### src/sfms_pkg.sv
// Constants for the serial flash mode-switch block: register map, advertised
// parameter dwords, instruction codes and link phase counts.
// Assumes a plain register port with byte addresses and 32-bit data.
`default_nettype none
package sfms_pkg;

   // Register byte addresses.
   localparam logic [7:0] ADDR_CTRL   = 8'h00;
   localparam logic [7:0] ADDR_STAT   = 8'h04;
   localparam logic [7:0] ADDR_PDW_68 = 8'h68;
   localparam logic [7:0] ADDR_PDW_6C = 8'h6C;

   // Advertised fields of the dword at 68h, low field first.
   localparam logic [3:0] PF_QPI_EXIT     = 4'h9;   // 1001b
   localparam logic [4:0] PF_QPI_ENTRY    = 5'h01;  // 00001b
   localparam logic       PF_CONT_SUPP    = 1'b1;
   localparam logic [5:0] PF_CONT_EXIT    = 6'h3D;  // 111101b
   localparam logic [3:0] PF_CONT_ENTRY   = 4'hD;   // 1101b
   localparam logic [2:0] PF_QUAD_EN_REQ  = 3'h4;   // 100b
   localparam logic       PF_HOLD_RST_DIS = 1'b0;
   localparam logic [7:0] PF_RSVD_68      = 8'hFF;
   localparam logic [31:0] PDW_68 = {PF_RSVD_68, PF_HOLD_RST_DIS, PF_QUAD_EN_REQ, PF_CONT_ENTRY,
                                     PF_CONT_EXIT, PF_CONT_SUPP, PF_QPI_ENTRY, PF_QPI_EXIT};

   // Advertised fields of the dword at 6Ch, low field first.
   localparam logic [6:0] PF_SR1_KIND     = 7'h69;  // 1101001b
   localparam logic       PF_RSVD_6C      = 1'b1;
   localparam logic [5:0] PF_SOFT_RESET   = 6'h10;  // 010000b
   localparam logic [1:0] PF_EXIT_4B      = 2'h1;   // 01b
   localparam logic [7:0] PF_EXIT_4B_HI   = 8'hF9;
   localparam logic [7:0] PF_ENTER_4B     = 8'h85;
   localparam logic [31:0] PDW_6C = {PF_ENTER_4B, PF_EXIT_4B_HI, PF_EXIT_4B,
                                     PF_SOFT_RESET, PF_RSVD_6C, PF_SR1_KIND};

   // Instruction codes.
   localparam logic [7:0] INS_WREN      = 8'h06;
   localparam logic [7:0] INS_VOL_WREN  = 8'h50;
   localparam logic [7:0] INS_WR_SR1    = 8'h01;
   localparam logic [7:0] INS_WR_SR2    = 8'h31;
   localparam logic [7:0] INS_QPI_ENTER = 8'h38;
   localparam logic [7:0] INS_QPI_EXIT  = 8'hFF;
   localparam logic [7:0] INS_RST_EN    = 8'h66;
   localparam logic [7:0] INS_RST       = 8'h99;
   localparam logic [7:0] INS_4B_ENTER  = 8'hB7;
   localparam logic [7:0] INS_4B_EXIT   = 8'hE9;
   localparam logic [7:0] INS_QUAD_READ = 8'hEB;

   // Continuous-read mode byte values and phase lengths in link clocks.
   localparam logic [7:0] MODE_EXIT      = 8'h00;
   localparam logic [3:0] MODE_ENTRY_HI  = 4'hA;
   localparam logic [7:0] NIB_ADDR_3B    = 8'h06;
   localparam logic [7:0] NIB_ADDR_4B    = 8'h08;
   localparam logic [7:0] CLK_INS_SPI    = 8'h08;
   localparam logic [7:0] CLK_INS_QPI    = 8'h02;
   localparam logic [7:0] CLK_FF_3B      = 8'h08;
   localparam logic [7:0] CLK_FF_4B      = 8'h0A;
   localparam int         QUAD_EN_BIT    = 1;

   // Status register bit positions.
   localparam int ST_QPI      = 0;
   localparam int ST_CONT     = 1;
   localparam int ST_4B       = 2;
   localparam int ST_WEL      = 3;
   localparam int ST_VOL_WEN  = 4;
   localparam int ST_VOL_ACT  = 5;
   localparam int ST_RST_ARM  = 6;
   localparam int ST_QUAD_EN  = 7;
   localparam int ST_SR1_LSB  = 8;

endpackage
`default_nettype wire

### src/sfms_core.sv
// Mode-switch logic of a quad-capable serial flash: four-wire instruction mode,
// continuous read, 4-byte addressing, status register 1 write enables and soft reset.
// Assumes the host link runs far slower than clk; all link pins are resynchronised.
// Notes on behaviour
// - QPI exit field reads 1001b; FFh or soft reset leaves QPI.
// - Instruction 38h enters QPI only with quad enable set; entry field 00001b.
// - Continuous read is supported and advertised by bit 09.
// - Mode byte 00h ends continuous read when the current read finishes.
// - Fh on all lanes for 8 or 10 clocks ends continuous read.
// - Mode byte Axh with quad enable set enters continuous read; field 1101b.
// - Quad enable field bits 22:20 reads 100b; bit sits in status register 2.
// - Hold/reset disable bit 23 reads 0b.
// - 06h enables non-volatile SR1 write, 50h volatile override; field 1101001b.
// - 66h then 99h clears QPI, continuous read and write enables, reloads SR1 from its non-volatile copy and restores the power-up address mode.
// - E9h leaves 4-byte mode; exit field 15:14 reads 01b.
// - B7h enters 4-byte mode without write enable; advertised support.
//
// Chosen here: the address map and the plain strobed port.
`timescale 1ns/1ps
`default_nettype none

module sfms_core #(
   parameter bit         ADDR4_AT_POWERUP   = 1'b0,
   parameter bit         QUAD_EN_AT_POWERUP = 1'b0,
   parameter logic [7:0] SR1_AT_POWERUP     = 8'h00
) (
   input  wire logic        clk,
   input  wire logic        reset,
   input  wire logic [7:0]  reg_addr,
   input  wire logic [31:0] reg_wdata,
   input  wire logic        reg_wr,
   input  wire logic        reg_rd,
   output logic      [31:0] reg_rdata,
   input  wire logic        link_sclk,
   input  wire logic        link_cs_n,
   input  wire logic [3:0]  four_data_lines_in,
   output logic      [3:0]  four_data_lines_out,
   output logic      [3:0]  four_data_lines_oe_n,
   output logic             qpi_mode,
   output logic             cont_read,
   output logic             four_byte_mode,
   output logic             quad_lane_enable_bit
);
   import sfms_pkg::*;

   logic [2:0] sclk_sync;
   logic [2:0] cs_sync;
   logic [3:0] io_meta;
   logic [3:0] io_s;
   logic       sclk_rise;
   logic       frame_start;
   logic       frame_end;
   logic       cs_low;

   logic [7:0]  clk_cnt_reg;
   logic [7:0]  nbits_reg;
   logic [15:0] shift_reg;
   logic        quad_frame_reg;
   logic        read_frame_reg;
   logic        cont_start_reg;
   logic [7:0]  mode_byte_reg;
   logic        mode_seen_reg;
   logic        ff_run_reg;
   logic [7:0]  ff_cnt_reg;

   logic        qpi_reg;
   logic        cont_reg;
   logic        addr4_reg;
   logic        quad_en_reg;
   logic        wel_reg;
   logic        vol_wen_reg;
   logic        vol_act_reg;
   logic        rst_arm_reg;
   logic [7:0]  sr1_nv_reg;
   logic [7:0]  sr1_vol_reg;

   logic [7:0]  mode_pos;
   logic [7:0]  ins;
   logic [7:0]  ins_data;
   logic        cmd8;
   logic        cmd16;
   logic        soft_rst;
   logic        ctrl_wr;

   // Array reads are outside this block, so the data lanes are never driven.
   assign four_data_lines_out  = 4'h0;
   assign four_data_lines_oe_n = 4'hF;
   assign qpi_mode             = qpi_reg;
   assign cont_read            = cont_reg;
   assign four_byte_mode       = addr4_reg;
   assign quad_lane_enable_bit = quad_en_reg;

   // Two flops before any logic; the third stage only serves edge detection.
   always_ff @(posedge clk or posedge reset) begin
      if (reset) begin
         sclk_sync <= 3'h0;
         cs_sync   <= 3'h7;
         io_meta   <= 4'h0;
         io_s      <= 4'h0;
      end else begin
         sclk_sync <= {sclk_sync[1:0], link_sclk};
         cs_sync   <= {cs_sync[1:0], link_cs_n};
         io_meta   <= four_data_lines_in;
         io_s      <= io_meta;
      end
   end

   assign sclk_rise   = sclk_sync[1] & ~sclk_sync[2];
   assign cs_low      = ~cs_sync[1];
   assign frame_start = cs_sync[2] & ~cs_sync[1];
   assign frame_end   = ~cs_sync[2] & cs_sync[1];

   // In a continuous-read frame the address starts at once; otherwise after the opcode.
   assign mode_pos = (cont_start_reg ? 8'h00 : (qpi_reg ? CLK_INS_QPI : CLK_INS_SPI))
                   + (addr4_reg ? NIB_ADDR_4B : NIB_ADDR_3B);

   // Frame shifter: one bit per clock in single-lane phases, a nibble in quad phases.
   always_ff @(posedge clk or posedge reset) begin
      if (reset) begin
         clk_cnt_reg    <= 8'h00;
         nbits_reg      <= 8'h00;
         shift_reg      <= 16'h0000;
         quad_frame_reg <= 1'b0;
         read_frame_reg <= 1'b0;
         cont_start_reg <= 1'b0;
         mode_byte_reg  <= 8'h00;
         mode_seen_reg  <= 1'b0;
         ff_run_reg     <= 1'b0;
         ff_cnt_reg     <= 8'h00;
      end else if (frame_start) begin
         clk_cnt_reg    <= 8'h00;
         nbits_reg      <= 8'h00;
         shift_reg      <= 16'h0000;
         quad_frame_reg <= qpi_reg | cont_reg;
         read_frame_reg <= cont_reg;
         cont_start_reg <= cont_reg;
         mode_seen_reg  <= 1'b0;
         ff_run_reg     <= 1'b1;
         ff_cnt_reg     <= 8'h00;
      end else if (sclk_rise && cs_low) begin
         if (clk_cnt_reg != 8'hFF) begin
            clk_cnt_reg <= clk_cnt_reg + 8'h01;
         end
         if (quad_frame_reg) begin
            shift_reg <= {shift_reg[11:0], io_s};
            if (nbits_reg < 8'hF0) begin
               nbits_reg <= nbits_reg + 8'h04;
            end
            if (qpi_reg && !read_frame_reg && nbits_reg == 8'h04
                && {shift_reg[3:0], io_s} == INS_QUAD_READ) begin
               read_frame_reg <= 1'b1;
            end
         end else begin
            shift_reg <= {shift_reg[14:0], io_s[0]};
            if (nbits_reg != 8'hFF) begin
               nbits_reg <= nbits_reg + 8'h01;
            end
            if (nbits_reg == 8'h07 && {shift_reg[6:0], io_s[0]} == INS_QUAD_READ) begin
               read_frame_reg <= 1'b1;
               quad_frame_reg <= 1'b1;
            end
         end
         if (read_frame_reg && clk_cnt_reg == mode_pos) begin
            mode_byte_reg[7:4] <= io_s;
         end
         if (read_frame_reg && clk_cnt_reg == mode_pos + 8'h01) begin
            mode_byte_reg[3:0] <= io_s;
            mode_seen_reg      <= 1'b1;
         end
         if (io_s != 4'hF) begin
            ff_run_reg <= 1'b0;
         end else if (ff_run_reg && ff_cnt_reg != 8'hFF) begin
            ff_cnt_reg <= ff_cnt_reg + 8'h01;
         end
      end
   end

   // A command counts only when the frame held exactly one or two whole bytes.
   assign ins      = (nbits_reg == 8'h10) ? shift_reg[15:8] : shift_reg[7:0];
   assign ins_data = shift_reg[7:0];
   assign cmd8     = frame_end && !read_frame_reg && nbits_reg == 8'h08;
   assign cmd16    = frame_end && !read_frame_reg && nbits_reg == 8'h10;
   assign soft_rst = cmd8 && ins == INS_RST && rst_arm_reg;
   assign ctrl_wr  = reg_wr && reg_addr == ADDR_CTRL;

   // Reset-enable stays armed for exactly one following frame.
   always_ff @(posedge clk or posedge reset) begin
      if (reset) begin
         rst_arm_reg <= 1'b0;
      end else if (frame_end) begin
         rst_arm_reg <= cmd8 && ins == INS_RST_EN;
      end
   end

   always_ff @(posedge clk or posedge reset) begin
      if (reset) begin
         qpi_reg <= 1'b0;
      end else if (soft_rst) begin
         qpi_reg <= 1'b0;
      end else if (cmd8 && ins == INS_QPI_EXIT && qpi_reg) begin
         qpi_reg <= 1'b0;
      end else if (cmd8 && ins == INS_QPI_ENTER && quad_en_reg) begin
         qpi_reg <= 1'b1;
      end
   end

   always_ff @(posedge clk or posedge reset) begin
      if (reset) begin
         addr4_reg <= ADDR4_AT_POWERUP;
      end else if (soft_rst) begin
         addr4_reg <= ADDR4_AT_POWERUP;
      end else if (cmd8 && ins == INS_4B_EXIT) begin
         addr4_reg <= 1'b0;
      end else if (cmd8 && ins == INS_4B_ENTER) begin
         addr4_reg <= 1'b1;
      end
   end

   // The mode byte decides at the end of each read whether the next frame skips the opcode.
   always_ff @(posedge clk or posedge reset) begin
      if (reset) begin
         cont_reg <= 1'b0;
      end else if (soft_rst) begin
         cont_reg <= 1'b0;
      end else if (frame_end && cont_start_reg
                   && ff_cnt_reg >= (addr4_reg ? CLK_FF_4B : CLK_FF_3B)) begin
         cont_reg <= 1'b0;
      end else if (frame_end && read_frame_reg && mode_seen_reg) begin
         if (mode_byte_reg == MODE_EXIT) begin
            cont_reg <= 1'b0;
         end else begin
            cont_reg <= mode_byte_reg[7:4] == MODE_ENTRY_HI && quad_en_reg;
         end
      end
   end

   // Write enables: 06h for the non-volatile copy, 50h for the volatile override.
   always_ff @(posedge clk or posedge reset) begin
      if (reset) begin
         wel_reg     <= 1'b0;
         vol_wen_reg <= 1'b0;
      end else if (soft_rst || cmd16) begin
         wel_reg     <= 1'b0;
         vol_wen_reg <= 1'b0;
      end else if (cmd8 && ins == INS_WREN) begin
         wel_reg <= 1'b1;
      end else if (cmd8 && ins == INS_VOL_WREN) begin
         vol_wen_reg <= 1'b1;
      end
   end

   // Status register 1 powers up from its non-volatile copy.
   always_ff @(posedge clk or posedge reset) begin
      if (reset) begin
         sr1_nv_reg  <= SR1_AT_POWERUP;
         sr1_vol_reg <= SR1_AT_POWERUP;
         vol_act_reg <= 1'b0;
      end else if (soft_rst) begin
         sr1_vol_reg <= sr1_nv_reg;
         vol_act_reg <= 1'b0;
      end else if (cmd16 && ins == INS_WR_SR1) begin
         if (vol_wen_reg) begin
            sr1_vol_reg <= ins_data;
            vol_act_reg <= 1'b1;
         end else if (wel_reg) begin
            sr1_nv_reg  <= ins_data;
            sr1_vol_reg <= ins_data;
         end
      end
   end

   // Quad enable lives in status register 2; software may also preset it.
   always_ff @(posedge clk or posedge reset) begin
      if (reset) begin
         quad_en_reg <= QUAD_EN_AT_POWERUP;
      end else if (ctrl_wr) begin
         quad_en_reg <= reg_wdata[0];
      end else if (cmd16 && ins == INS_WR_SR2 && (wel_reg || vol_wen_reg)) begin
         quad_en_reg <= ins_data[QUAD_EN_BIT];
      end
   end

   always_ff @(posedge clk or posedge reset) begin
      if (reset) begin
         reg_rdata <= 32'h0000_0000;
      end else if (reg_rd) begin
         unique case (reg_addr)
            ADDR_CTRL:   reg_rdata <= {31'h0000_0000, quad_en_reg};
            ADDR_STAT: begin
               reg_rdata                <= 32'h0000_0000;
               reg_rdata[ST_QPI]        <= qpi_reg;
               reg_rdata[ST_CONT]       <= cont_reg;
               reg_rdata[ST_4B]         <= addr4_reg;
               reg_rdata[ST_WEL]        <= wel_reg;
               reg_rdata[ST_VOL_WEN]    <= vol_wen_reg;
               reg_rdata[ST_VOL_ACT]    <= vol_act_reg;
               reg_rdata[ST_RST_ARM]    <= rst_arm_reg;
               reg_rdata[ST_QUAD_EN]    <= quad_en_reg;
               reg_rdata[ST_SR1_LSB+:8] <= sr1_vol_reg;
            end
            ADDR_PDW_68: reg_rdata <= PDW_68;
            ADDR_PDW_6C: reg_rdata <= PDW_6C;
            default:     reg_rdata <= 32'h0000_0000;
         endcase
      end else begin
         reg_rdata <= 32'h0000_0000;
      end
   end

endmodule // sfms_core
`default_nettype wire

### config.mk
export PLATFORM = sky130hd
export DESIGN_NAME = sfms_core
export DESIGN_NICKNAME = d
export VERILOG_FILES = /design/src/sfms_pkg.sv /design/src/sfms_core.sv
export SDC_FILE = /design/constraint.sdc
export NUM_CORES = 1
export LEC_CHECK = 0
export BUFFER_PORTS_ARGS = -buffer_cell sky130_fd_sc_hd__buf_2
export CAP_MARGIN = 20
export CORE_UTILIZATION = 34
export CTS_CLUSTER_DIAMETER = 60
export DETAILED_ROUTE_END_ITERATION = 7
export PLACE_DENSITY = 0.59
export REMOVE_ABC_BUFFERS = 1
export SETUP_SLACK_MARGIN = 0.05
export SLEW_MARGIN = 10
export SYNTH_ARGS = -nofsm -noshare
export SYNTH_HDL_FRONTEND = slang
export SYNTH_SLANG_ARGS = --single-unit
### constraint.sdc
create_clock -name clk -period 3.3 [get_ports clk]
set_clock_uncertainty 0.15 [all_clocks]
set_input_delay 0.66 -clock clk [delete_from_list [all_inputs] [get_ports clk]]
set_output_delay 0.66 -clock clk [all_outputs]
set_load 0.01 [all_outputs]
# After elaboration in Yosys (flattened, before gate mapping)
# Cells that the tools add are included.
[totals]
regBits = 123
elab_cells = 199
[classes]
n_addsub = 6
order_cmp = 2
eq_ne = 30
n_mux = 61
n_bitwise = 10
reduce_logical = 64
[op_table]
columns = ["operator", "n"]
rows = [
  ["2-to-1 mux 8 bit", 17],
  ["case mux 32 bit (4 select lines)", 1],
  ["== test 8 bit, second input constant", 6],
  ["2-to-1 mux 16 bit", 3],
  ["2-to-1 mux 1 bit", 35],
  ["== test 8 x 3 -> 1 bit, second input constant", 4],
  ["== test 8 x 7 -> 1 bit, second input constant", 4],
  ["2-to-1 mux 32 bit", 1],
  ["logical AND 1 bit", 31],
  ["adder 8 x 1 -> 8 bit, second input constant", 3],
  ["!= test 8 bit, second input constant", 3],
  ["nonzero test 2 bit", 10],
  ["nonzero test 3 bit", 6],
  ["== test 8 x 6 -> 1 bit, second input constant", 2],
  ["zero test 8 bit", 2],
  ["AND reduction 3 bit", 5],
  ["2-to-1 mux 4 bit", 3],
  ["AND reduction 2 bit", 6],
  ["adder 8 x 3 -> 8 bit, second input constant", 1],
  ["== test 8 x 1 -> 1 bit, second input constant", 1],
  ["== test 8 x 4 -> 1 bit, second input constant", 1],
  ["== test 8 x 5 -> 1 bit", 1],
  ["== test 8 x 5 -> 1 bit, second input constant", 1],
  ["== test 8 x 6 -> 1 bit", 1],
  ["other kinds (15)", 25],
]

# Depth between registers and ports, before layout
# Gate-level depths: netlist (run 1).
[logic_depth]
depth_word = 9
depth_mapped = 8

# Worst setup path before layout (run 1)
# OpenSTA, ideal clock, no wires.
[synth_path]
path_kind = "register to register"
from = "register nbits_reg[6]"
to = "register sr1_vol_reg[5]"
arrival_ns = 2.334
setup_slack_ns = 0.692
path_stages_with_launch = 8
cell_sequence = "dfrtp_1 or3_1 buf_2 or4_4 or2_1 buf_6 mux2_4 mux2_2"
[synth_between]
elab_chain_cells = 7
elab_cells_between_ends = 14
classes_between = "eq/ne: 4; mux: 2; reduce/logical: 8"
[synth_lines]
columns = ["item", "line", "text"]
rows = [
  ["start, declared", "sfms_core.sv:56", "logic [7:0] nbits_reg;"],
  ["start signal, assigned", "sfms_core.sv:147", "nbits_reg <= nbits_reg + 8'h04;"],
  ["start signal, assigned", "sfms_core.sv:156", "nbits_reg <= nbits_reg + 8'h01;"],
  ["== test 8 x 5 -> 1 bit", "sfms_core.sv:179, sfms_core.sv:182", ""],
  ["2-to-1 mux 8 bit", "sfms_core.sv:179", "assign ins = (nbits_reg == 8'h10) ? shift_reg[15:8] : shift_reg[7:0];"],
  ["== test 8 bit", "sfms_core.sv:183", "assign soft_rst = cmd8 && ins == INS_RST && rst_arm_reg;"],
  ["logical AND 1 bit (2 in a row)", "sfms_core.sv:183", ""],
  ["nonzero test 3 bit (no line) or nonzero test 2 bit (tied branches)", "-", ""],
  ["AND reduction 2 bit (no line)", "-", ""],
  ["end signal, assigned", "sfms_core.sv:259", "sr1_vol_reg <= sr1_nv_reg;"],
  ["end signal, assigned", "sfms_core.sv:263", "sr1_vol_reg <= ins_data;"],
  ["end signal, assigned", "sfms_core.sv:267", "sr1_vol_reg <= ins_data;"],
  ["end, declared", "sfms_core.sv:75", "logic [7:0] sr1_vol_reg;"],
]
# Parallel ways exist; a longest one is shown, timed or not.
# A chain may end at the register's enable or synchronous reset.

# Final worst setup path (run 1)
[layout_path]
from = "register cs_sync[1]"
to = "register sr1_vol_reg[5]"
[layout_between]
elab_chain_cells = 7
elab_cells_between_ends = 11
classes_between = "mux: 1; bitwise: 1; reduce/logical: 9"
[layout_lines]
columns = ["item", "line", "text"]
rows = [
  ["start, declared", "sfms_core.sv:47", "logic [2:0] cs_sync;"],
  ["start signal, assigned", "sfms_core.sv:102", "cs_sync <= {cs_sync[1:0], link_cs_n};"],
  ["bitwise AND 1 bit (*)", "sfms_core.sv:111", "assign frame_end = ~cs_sync[2] & cs_sync[1];"],
  ["logical AND 1 bit (*)", "sfms_core.sv:181, sfms_core.sv:182", ""],
  ["logical AND 1 bit", "sfms_core.sv:181", "assign cmd8 = frame_end && !read_frame_reg && nbits_reg == 8'h08;"],
  ["logical AND 1 bit (2 in a row)", "sfms_core.sv:183", ""],
  ["nonzero test 3 bit (no line) or nonzero test 2 bit (tied branches)", "-", ""],
  ["AND reduction 2 bit (no line)", "-", ""],
]
# Every way passes the cells marked *; elsewhere a longest branch is shown, timed or not.

==> out/qor_table.md, run 1 <==
| Metric | This run | Unit |
|:---|:---|:---|
| Top area cells in the synthesized netlist | sky130_fd_sc_hd__dfrtp_1 47%, sky130_fd_sc_hd__mux2_2 4.5%, sky130_fd_sc_hd__nor2_1 4.1% | - |
| Sum Neg Setup Slack | 0 | ps |
| Total area of multi-input combinational cells | 2580 | µm² |
| Crit path max-delay family | simple AND/OR/NAND/NOR gates | - |
| Count of buffer and inverter cells on the critical path | 0 | - |
| Post-synthesis sequential area ratio | 0.481 | - |
| Instance count of the mapped netlist | 552 | - |
| Via-per-instance ratio | 5.22 | - |
| Die boundary height | 130 | µm |
| Pre-CTS worst setup slack | 455 | ps |
| First-pass detailed-route iteration total | 4 | - |
| CTS-repair resized insts | 0 | - |
| Overall routing resource usage | 0.158 | - |
| Total design power | 2.92 | mW |
| CTS clock-pin slew for the worst setup and hold paths | 70 | ps |
| Tightest Hold Check Type | reg -> reg | - |
| Most common library cell in the layout ignoring fill and taps | sky130_fd_sc_hd__dfrtp_1 | - |
| Buffers inserted during post-CTS setup optimization | 0 | - |
| I/O Pins | 94 | - |
| Final Hold Slack | 201 | ps |
| Final Setup Violations | 0 | - |
| Total number of vias | 4203 | - |
| Number of violations reported at the end of detailed-routing iteration 0 | 232 | - |
| Maximum number of pins on one net before global-route repair | 62 | - |
| Nets@finish | 647 | - |
| Cell type contributing the most total cell area after synthesis | sky130_fd_sc_hd__dfrtp_1 | - |
| Netlist cell types | 65 | - |
| Total Wirelength | 12500 | µm |
| Number of placed instances with taps included | 789 | - |
| Synthesized cell area | 5530 | µm² |
| Static Leak | 2.81 | nW |
| Diode insertion count for antenna repair | 0 | - |
| TritonCTS clock tree | built | - |
| Arr. time, crit path | 2950 | ps |
| CP Capture Type | flop | - |
| Worst endpoint required time | 3400 | ps |
| Measured slew at the worst slew-check pin | 770 | ps |
| Proportion of layout cells with a drive suffix above 1 | 0.212 | - |
| CP startpoint kind | flop | - |
| Number of buffers inserted for hold repair after clock tree synthesis | 0 | - |
| Maximum VDD drop | 0.233 | mV |
| Dominant synthesized flop cell | sky130_fd_sc_hd__dfrtp_1 | - |
| Area used by sequential logic in the layout | 2660 | µm² |
| Total cell area at the placement stage | 5910 | µm² |
| Relative slew margins | 0.486 | - |
| Initial antenna violation count | 0 | - |
| Count of max-cap constraint violations | 0 | - |
| Residual DRC | 0 | - |
| Fmax | 0.351 | GHz |
| Total non-filler cell area in the finished layout | 6220 | µm² |
| Category of the most critical setup path | reg -> reg | - |
| Full die area | 16800 | µm² |
| Largest buffer count on any clock path | 2 | - |
| Final Critical Period | 2850 | ps |
| Buffer cell driving the clock tree root | sky130_fd_sc_hd__clkbuf_16 | - |
| RSZ-0062 raised after global routing | false | - |
| Worst path cell trace | or3b_2 -> nor4_1 -> o21ai_0 -> nor2_2 -> mux2_2 | - |
| Slowest cell on the critical path | sky130_fd_sc_hd__dfstp_2 | - |
| Initial core utilization | 0.348 | - |
| Number of global-route vias before repair | 4011 | - |
| Post-Synthesis Mean Instance Area | 10.0 | µm² |
| Maximum level of the CTS H-tree | 3 | - |
| Placeable core region | 15900 | µm² |
| Area grow syn2layout | 12.6 | % |
| Total CTS buffers | 9 | - |
| Count of flip-flops with a built-in enable after synthesis | 0 | - |
| CP max stage delay | 630 | ps |
| Fraction of registers with async set/reset | 1.00 | - |
| Global-route wire length before repair | 20500 | µm |
| Fin util | 0.392 | - |
| Routed len/inst | 15.5 | µm |
| Number of hold-slack violations in the final timing report | 0 | - |
| Die Width | 130 | µm |
| Minimum setup slack in the final design | 450 | ps |
| Max FFs per register | 19 | - |
| Max FO, Critical Path | 9 | - |
| Synthesis Warnings | 0 | - |
| # fillers | 1602 | - |
| Number of core rows | 46 | - |
| Top cell type's share of synthesized area | 0.466 | - |
| Filler-free cell count of the finished design | 805 | - |
| Result of the run | finished, final reports clean | - |
| Weighted congestion reported at the end of routability-driven placement | 0.847 | - |
| Count of buffers from port buffering | 53 | - |
| Detail Route Antenna Nets | 0 | - |
| Commonest cells after routing, fill and taps aside | 103 x sky130_fd_sc_hd__dfrtp_1, 60 x sky130_fd_sc_hd__nor2_1, 53 x sky130_fd_sc_hd__buf_2 | - |
| Clock Latency Late Sink | 360 | ps |
| Half-perimeter wire length after placement | 8900 | µm |
| Global route total overflow | 0 | - |
| Clock Sinks | 106 | - |
| Pins Over Slew Limit | 0 | - |
| FF-to-FF setup slack | 450 | ps |
| Count of state elements after synthesis | 106 | - |
| Cell Pwr Density | 470 | nW/µm² |
| Ratio of final minimum period to clock period | 0.864 | - |
[Yosys cell counts (4+ instances only)]
cell                       count
sky130_fd_sc_hd__buf_4        22
sky130_fd_sc_hd__nor4_1        5
sky130_fd_sc_hd__dfrtp_1     103
sky130_fd_sc_hd__nand2b_1      4
sky130_fd_sc_hd__or3_1         4
sky130_fd_sc_hd__nor3_1       18
sky130_fd_sc_hd__a211oi_1     19
sky130_fd_sc_hd__a21oi_1      20
sky130_fd_sc_hd__nand4b_1      4
sky130_fd_sc_hd__nor2_1       60
sky130_fd_sc_hd__a31o_2        4
sky130_fd_sc_hd__and3_1       12
sky130_fd_sc_hd__nand2_1      48
sky130_fd_sc_hd__ha_1         13
sky130_fd_sc_hd__buf_1         4
sky130_fd_sc_hd__xnor2_1       9
sky130_fd_sc_hd__nand3_1      19
sky130_fd_sc_hd__nor2b_1       4
sky130_fd_sc_hd__or2_2         5
sky130_fd_sc_hd__a31oi_1       5
sky130_fd_sc_hd__mux2_2       22
sky130_fd_sc_hd__o21ai_0       5
sky130_fd_sc_hd__inv_1        17
sky130_fd_sc_hd__nor4b_1       6
sky130_fd_sc_hd__nand4_1      16
sky130_fd_sc_hd__xor2_1        7
sky130_fd_sc_hd__clkbuf_1     20
sky130_fd_sc_hd__mux2i_1      20
[cells by family after synthesis]
| logic type | share of synthesized area |
|---|---|
| multiplexers | 0.0865 |
| XOR/XNOR | 0.0297 |
| adder cells (fa/ha/maj) | 0.0294 |
| other | 0.00136 |
| flip-flops | 0.481 |
| buffers and inverters | 0.0607 |
| AND/OR/NAND/NOR | 0.210 |
| AO/OA/AOI/OAI | 0.102 |
[worst reg2reg max path: cells and delay by family (launching register included)]
kind	cells	cell delay [ps]
AO/OA/AOI/OAI	1	240
multiplexers	1	390
flip-flops	1	630
AND/OR/NAND/NOR	3	1330
[area by class of cell]
type                            count  share of cell area
Inverter                           17              0.0107
Timing Repair Buffer               62              0.0555
Multi-Input combinational cell    388               0.414
Clock buffer                        9              0.0362
Tap cell                          216              0.0434
Clock inverter                      7              0.0137
Sequential cell                   106               0.427
[worst paths after layout]
check                           depth (start not counted)              startpoint                    endpoint
worst min register to register                          0  sclk_sync[0]$_DFF_PP0_      sclk_sync[1]$_DFF_PP0_
worst max register to register                          5    cs_sync[1]$_DFF_PP1_  sr1_vol_reg[5]$_DFFE_PP0P_
max in group asynchronous                               3                   reset   shift_reg[10]$_DFFE_PP0P_
worst max-delay path                                    5    cs_sync[1]$_DFF_PP1_  sr1_vol_reg[5]$_DFFE_PP0P_
min in group asynchronous                               2                   reset  clk_cnt_reg[3]$_DFFE_PP0P_
worst min-delay path                                    0  sclk_sync[0]$_DFF_PP0_      sclk_sync[1]$_DFF_PP0_
[report_power, final]
part / internal (mW) / switching, mW / leakage (nW) / total (mW)
Sequential: 1.36 / 0.108 / 1.42 / 1.47
Clock: 0.603 / 0.512 / 0.155 / 1.11
Combinational: 0.139 / 0.202 / 1.23 / 0.341
Total: 2.10 / 0.822 / 2.81 / 2.92
[metal layers]
layer	track usage	part of all wire	routed length, µm	vias up
met5	0	0	0	-
li1	-	-	-	2010
met4	0.0657	0.019	240	0
met3	0.0343	0.048	602	14
met1	0.207	0.47	5820	2065
met2	0.255	0.47	5810	114
Power figures use the tool's default switching activity.
==> run 2: changes to the inputs <==
GPL_TIMING_DRIVEN = 0   (was not set)
PLACE_DENSITY = 0.57   (was 0.59)
SLEW_MARGIN = 20   (was 10)
clock period = 2.8 ns   (was 3.3 ns; I/O delays follow)
==> run 2 against run 1 <==
  * First-iteration DRC count down 2.6%
  * Sequential power up 20%
  * Global-route usage up 0.077 points
  * Sequential share of layout area down 0.74 points
  * Clock power up 27%
  * Clock-buffer cell count unchanged
  * Critical endpoint unchanged
  * Largest cell class unchanged
  * Highest routed layer unchanged
==> out/qor_table.md, run 2 (synthesis gave the netlist of run 1 again) <==
| Metric | This run | Unit |
|:---|:---|:---|
| End of the worst register-to-register path | sr1_vol_reg[5]$_DFFE_PP0P_ | - |
| Max FO, Critical Path | 7 | - |
| Die boundary height | 130 | µm |
| Via-per-instance ratio | 5.28 | - |
| Largest buffer count on any clock path | 2 | - |
| Total number of vias | 4248 | - |
| I/O Pins | 94 | - |
| CP Capture Type | flop | - |
| # fillers | 1569 | - |
| Buffer cell driving the clock tree root | sky130_fd_sc_hd__clkbuf_16 | - |
| Maximum level of the CTS H-tree | 3 | - |
| Total cell area at the placement stage | 5920 | µm² |
| Count of buffers from port buffering | 53 | - |
| End point of the critical path | sr1_vol_reg[5]$_DFFE_PP0P_ | - |
| Initial antenna violation count | 0 | - |
| Overall routing resource usage | 0.159 | - |
| Worst reg2reg path depth | 5 | - |
| Number of buffers inserted for hold repair after clock tree synthesis | 0 | - |
| Number of core rows | 46 | - |
| Pins Over Slew Limit | 0 | - |
| Area grow syn2layout | 14.6 | % |
| Clock Sinks | 106 | - |
| Maximum VDD drop | 0.320 | mV |
| Max FFs per register | 19 | - |
| First-pass detailed-route iteration total | 4 | - |
| Weighted congestion reported at the end of routability-driven placement | 0.841 | - |
| Commonest cells after routing, fill and taps aside | 103 x sky130_fd_sc_hd__dfrtp_1, 60 x sky130_fd_sc_hd__nor2_1, 53 x sky130_fd_sc_hd__buf_2 | - |
| Total CTS buffers | 9 | - |
| Most common library cell in the layout ignoring fill and taps | sky130_fd_sc_hd__dfrtp_1 | - |
| Routed len/inst | 15.9 | µm |
| Residual DRC | 0 | - |
| Cell Pwr Density | 562 | nW/µm² |
| Count of max-cap constraint violations | 0 | - |
| Number of violations reported at the end of detailed-routing iteration 0 | 226 | - |
| Diode insertion count for antenna repair | 0 | - |
| FF-to-FF setup slack | 140 | ps |
| Static Leak | 2.83 | nW |
| Total design power | 3.56 | mW |
| Final Critical Period | 2660 | ps |
| Global route total overflow | 0 | - |
| Category of the most critical setup path | reg -> reg | - |
| CP startpoint kind | flop | - |
| Number of global-route vias before repair | 4029 | - |
| Relative slew margins | 0.250 | - |
| Placeable core region | 15900 | µm² |
| Total non-filler cell area in the finished layout | 6330 | µm² |
| Initial core utilization | 0.348 | - |
| Fmax | 0.375 | GHz |
| Clock Latency Late Sink | 350 | ps |
| Tightest Hold Check Type | in -> async | - |
| Worst R2R Start | cs_sync[1]$_DFF_PP1_ | - |
| Number of hold-slack violations in the final timing report | 0 | - |
| Full die area | 16800 | µm² |
| Global-route wire length before repair | 20800 | µm |
| Detail Route Antenna Nets | 0 | - |
| RSZ-0062 raised after global routing | false | - |
| Result of the run | finished, final reports clean | - |
| Maximum number of pins on one net before global-route repair | 58 | - |
| Measured slew at the worst slew-check pin | 1120 | ps |
| Final Setup Violations | 0 | - |
| Proportion of layout cells with a drive suffix above 1 | 0.222 | - |
| Arr. time, crit path | 2760 | ps |
| Half-perimeter wire length after placement | 8970 | µm |
| CTS clock-pin slew for the worst setup and hold paths | 80 | ps |
| Worst endpoint required time | 2890 | ps |
| Total Wirelength | 12800 | µm |
| Launching instance or port of the critical path | cs_sync[1]$_DFF_PP1_ | - |
| TritonCTS clock tree | built | - |
| Nets@finish | 647 | - |
| Ratio of final minimum period to clock period | 0.952 | - |
| Die Width | 130 | µm |
==> run 2: final cells by class <==
type,instances,area [µm²],share of cell area
sequential,106,2660,0.419
multi-input combinational,388,2630,0.415
timing repair buffer,62,370,0.0585
tap,216,270,0.0427
clock buffer,9,225,0.0356
clock inverter,7,113,0.0178
inverter,17,68.8,0.0109
==> run 2: through the flow <==
step / hold WS, ps / utilization / setup WS, ps / TNS, ps / std cells
after floorplan: 181 / - / -1060 / -83050 / 511
after global placement: 186 / 0.366 / -2390 / -261310 / 780
after detailed placement: 185 / 0.373 / -146 / -529 / 785
after CTS: 95.4 / 0.395 / 72.8 / 0 / 803
after global routing: 116 / 0.399 / 48.3 / 0 / 805
final: 75.4 / 0.399 / 135 / 0 / 805
==> run 2: worst max-delay path, stage by stage (launching register included) <==
cell                      delay (ps)
sky130_fd_sc_hd__dfstp_2         610
sky130_fd_sc_hd__or4b_1          470
sky130_fd_sc_hd__or4_4           470
sky130_fd_sc_hd__or2_4           300
sky130_fd_sc_hd__mux2_4          300
sky130_fd_sc_hd__mux2_2          250
==> run 2: worst min path at each step <==
stage                                 end  slack [ps]
6_report       clk_cnt_reg[2]$_DFFE_PP0P_          80
5_1_grt        clk_cnt_reg[2]$_DFFE_PP0P_         120
4_1_cts        clk_cnt_reg[2]$_DFFE_PP0P_         100
3_5_place_dp            io_s[0]$_DFF_PP0_         180
3_3_place_gp       sclk_sync[1]$_DFF_PP0_         190
2_1_floorplan           io_s[0]$_DFF_PP0_         180
==> run 2: metal layers <==
metal	global-route usage	wire, µm	part of all wire	vias up
met4	0.0650	223	0.017	0
li1	-	-	-	2024
met3	0.0289	649	0.051	17
met5	0	0	0	-
met1	0.217	6130	0.48	2067
met2	0.250	5780	0.45	140
==> run 2: where the power goes <==
group          switching [mW]  internal [mW]  total (mW)
Combinational           0.220          0.169       0.389
Clock                   0.606          0.801        1.41
Sequential              0.160           1.60        1.76
==> run 2: timing repair <==
action | 4_1_cts | 5_1_grt
gates resized for setup | 3 | 7
setup endpoints to repair | 10 | 17
setup buffers | 2 | 2
pin swaps | 1 | 0
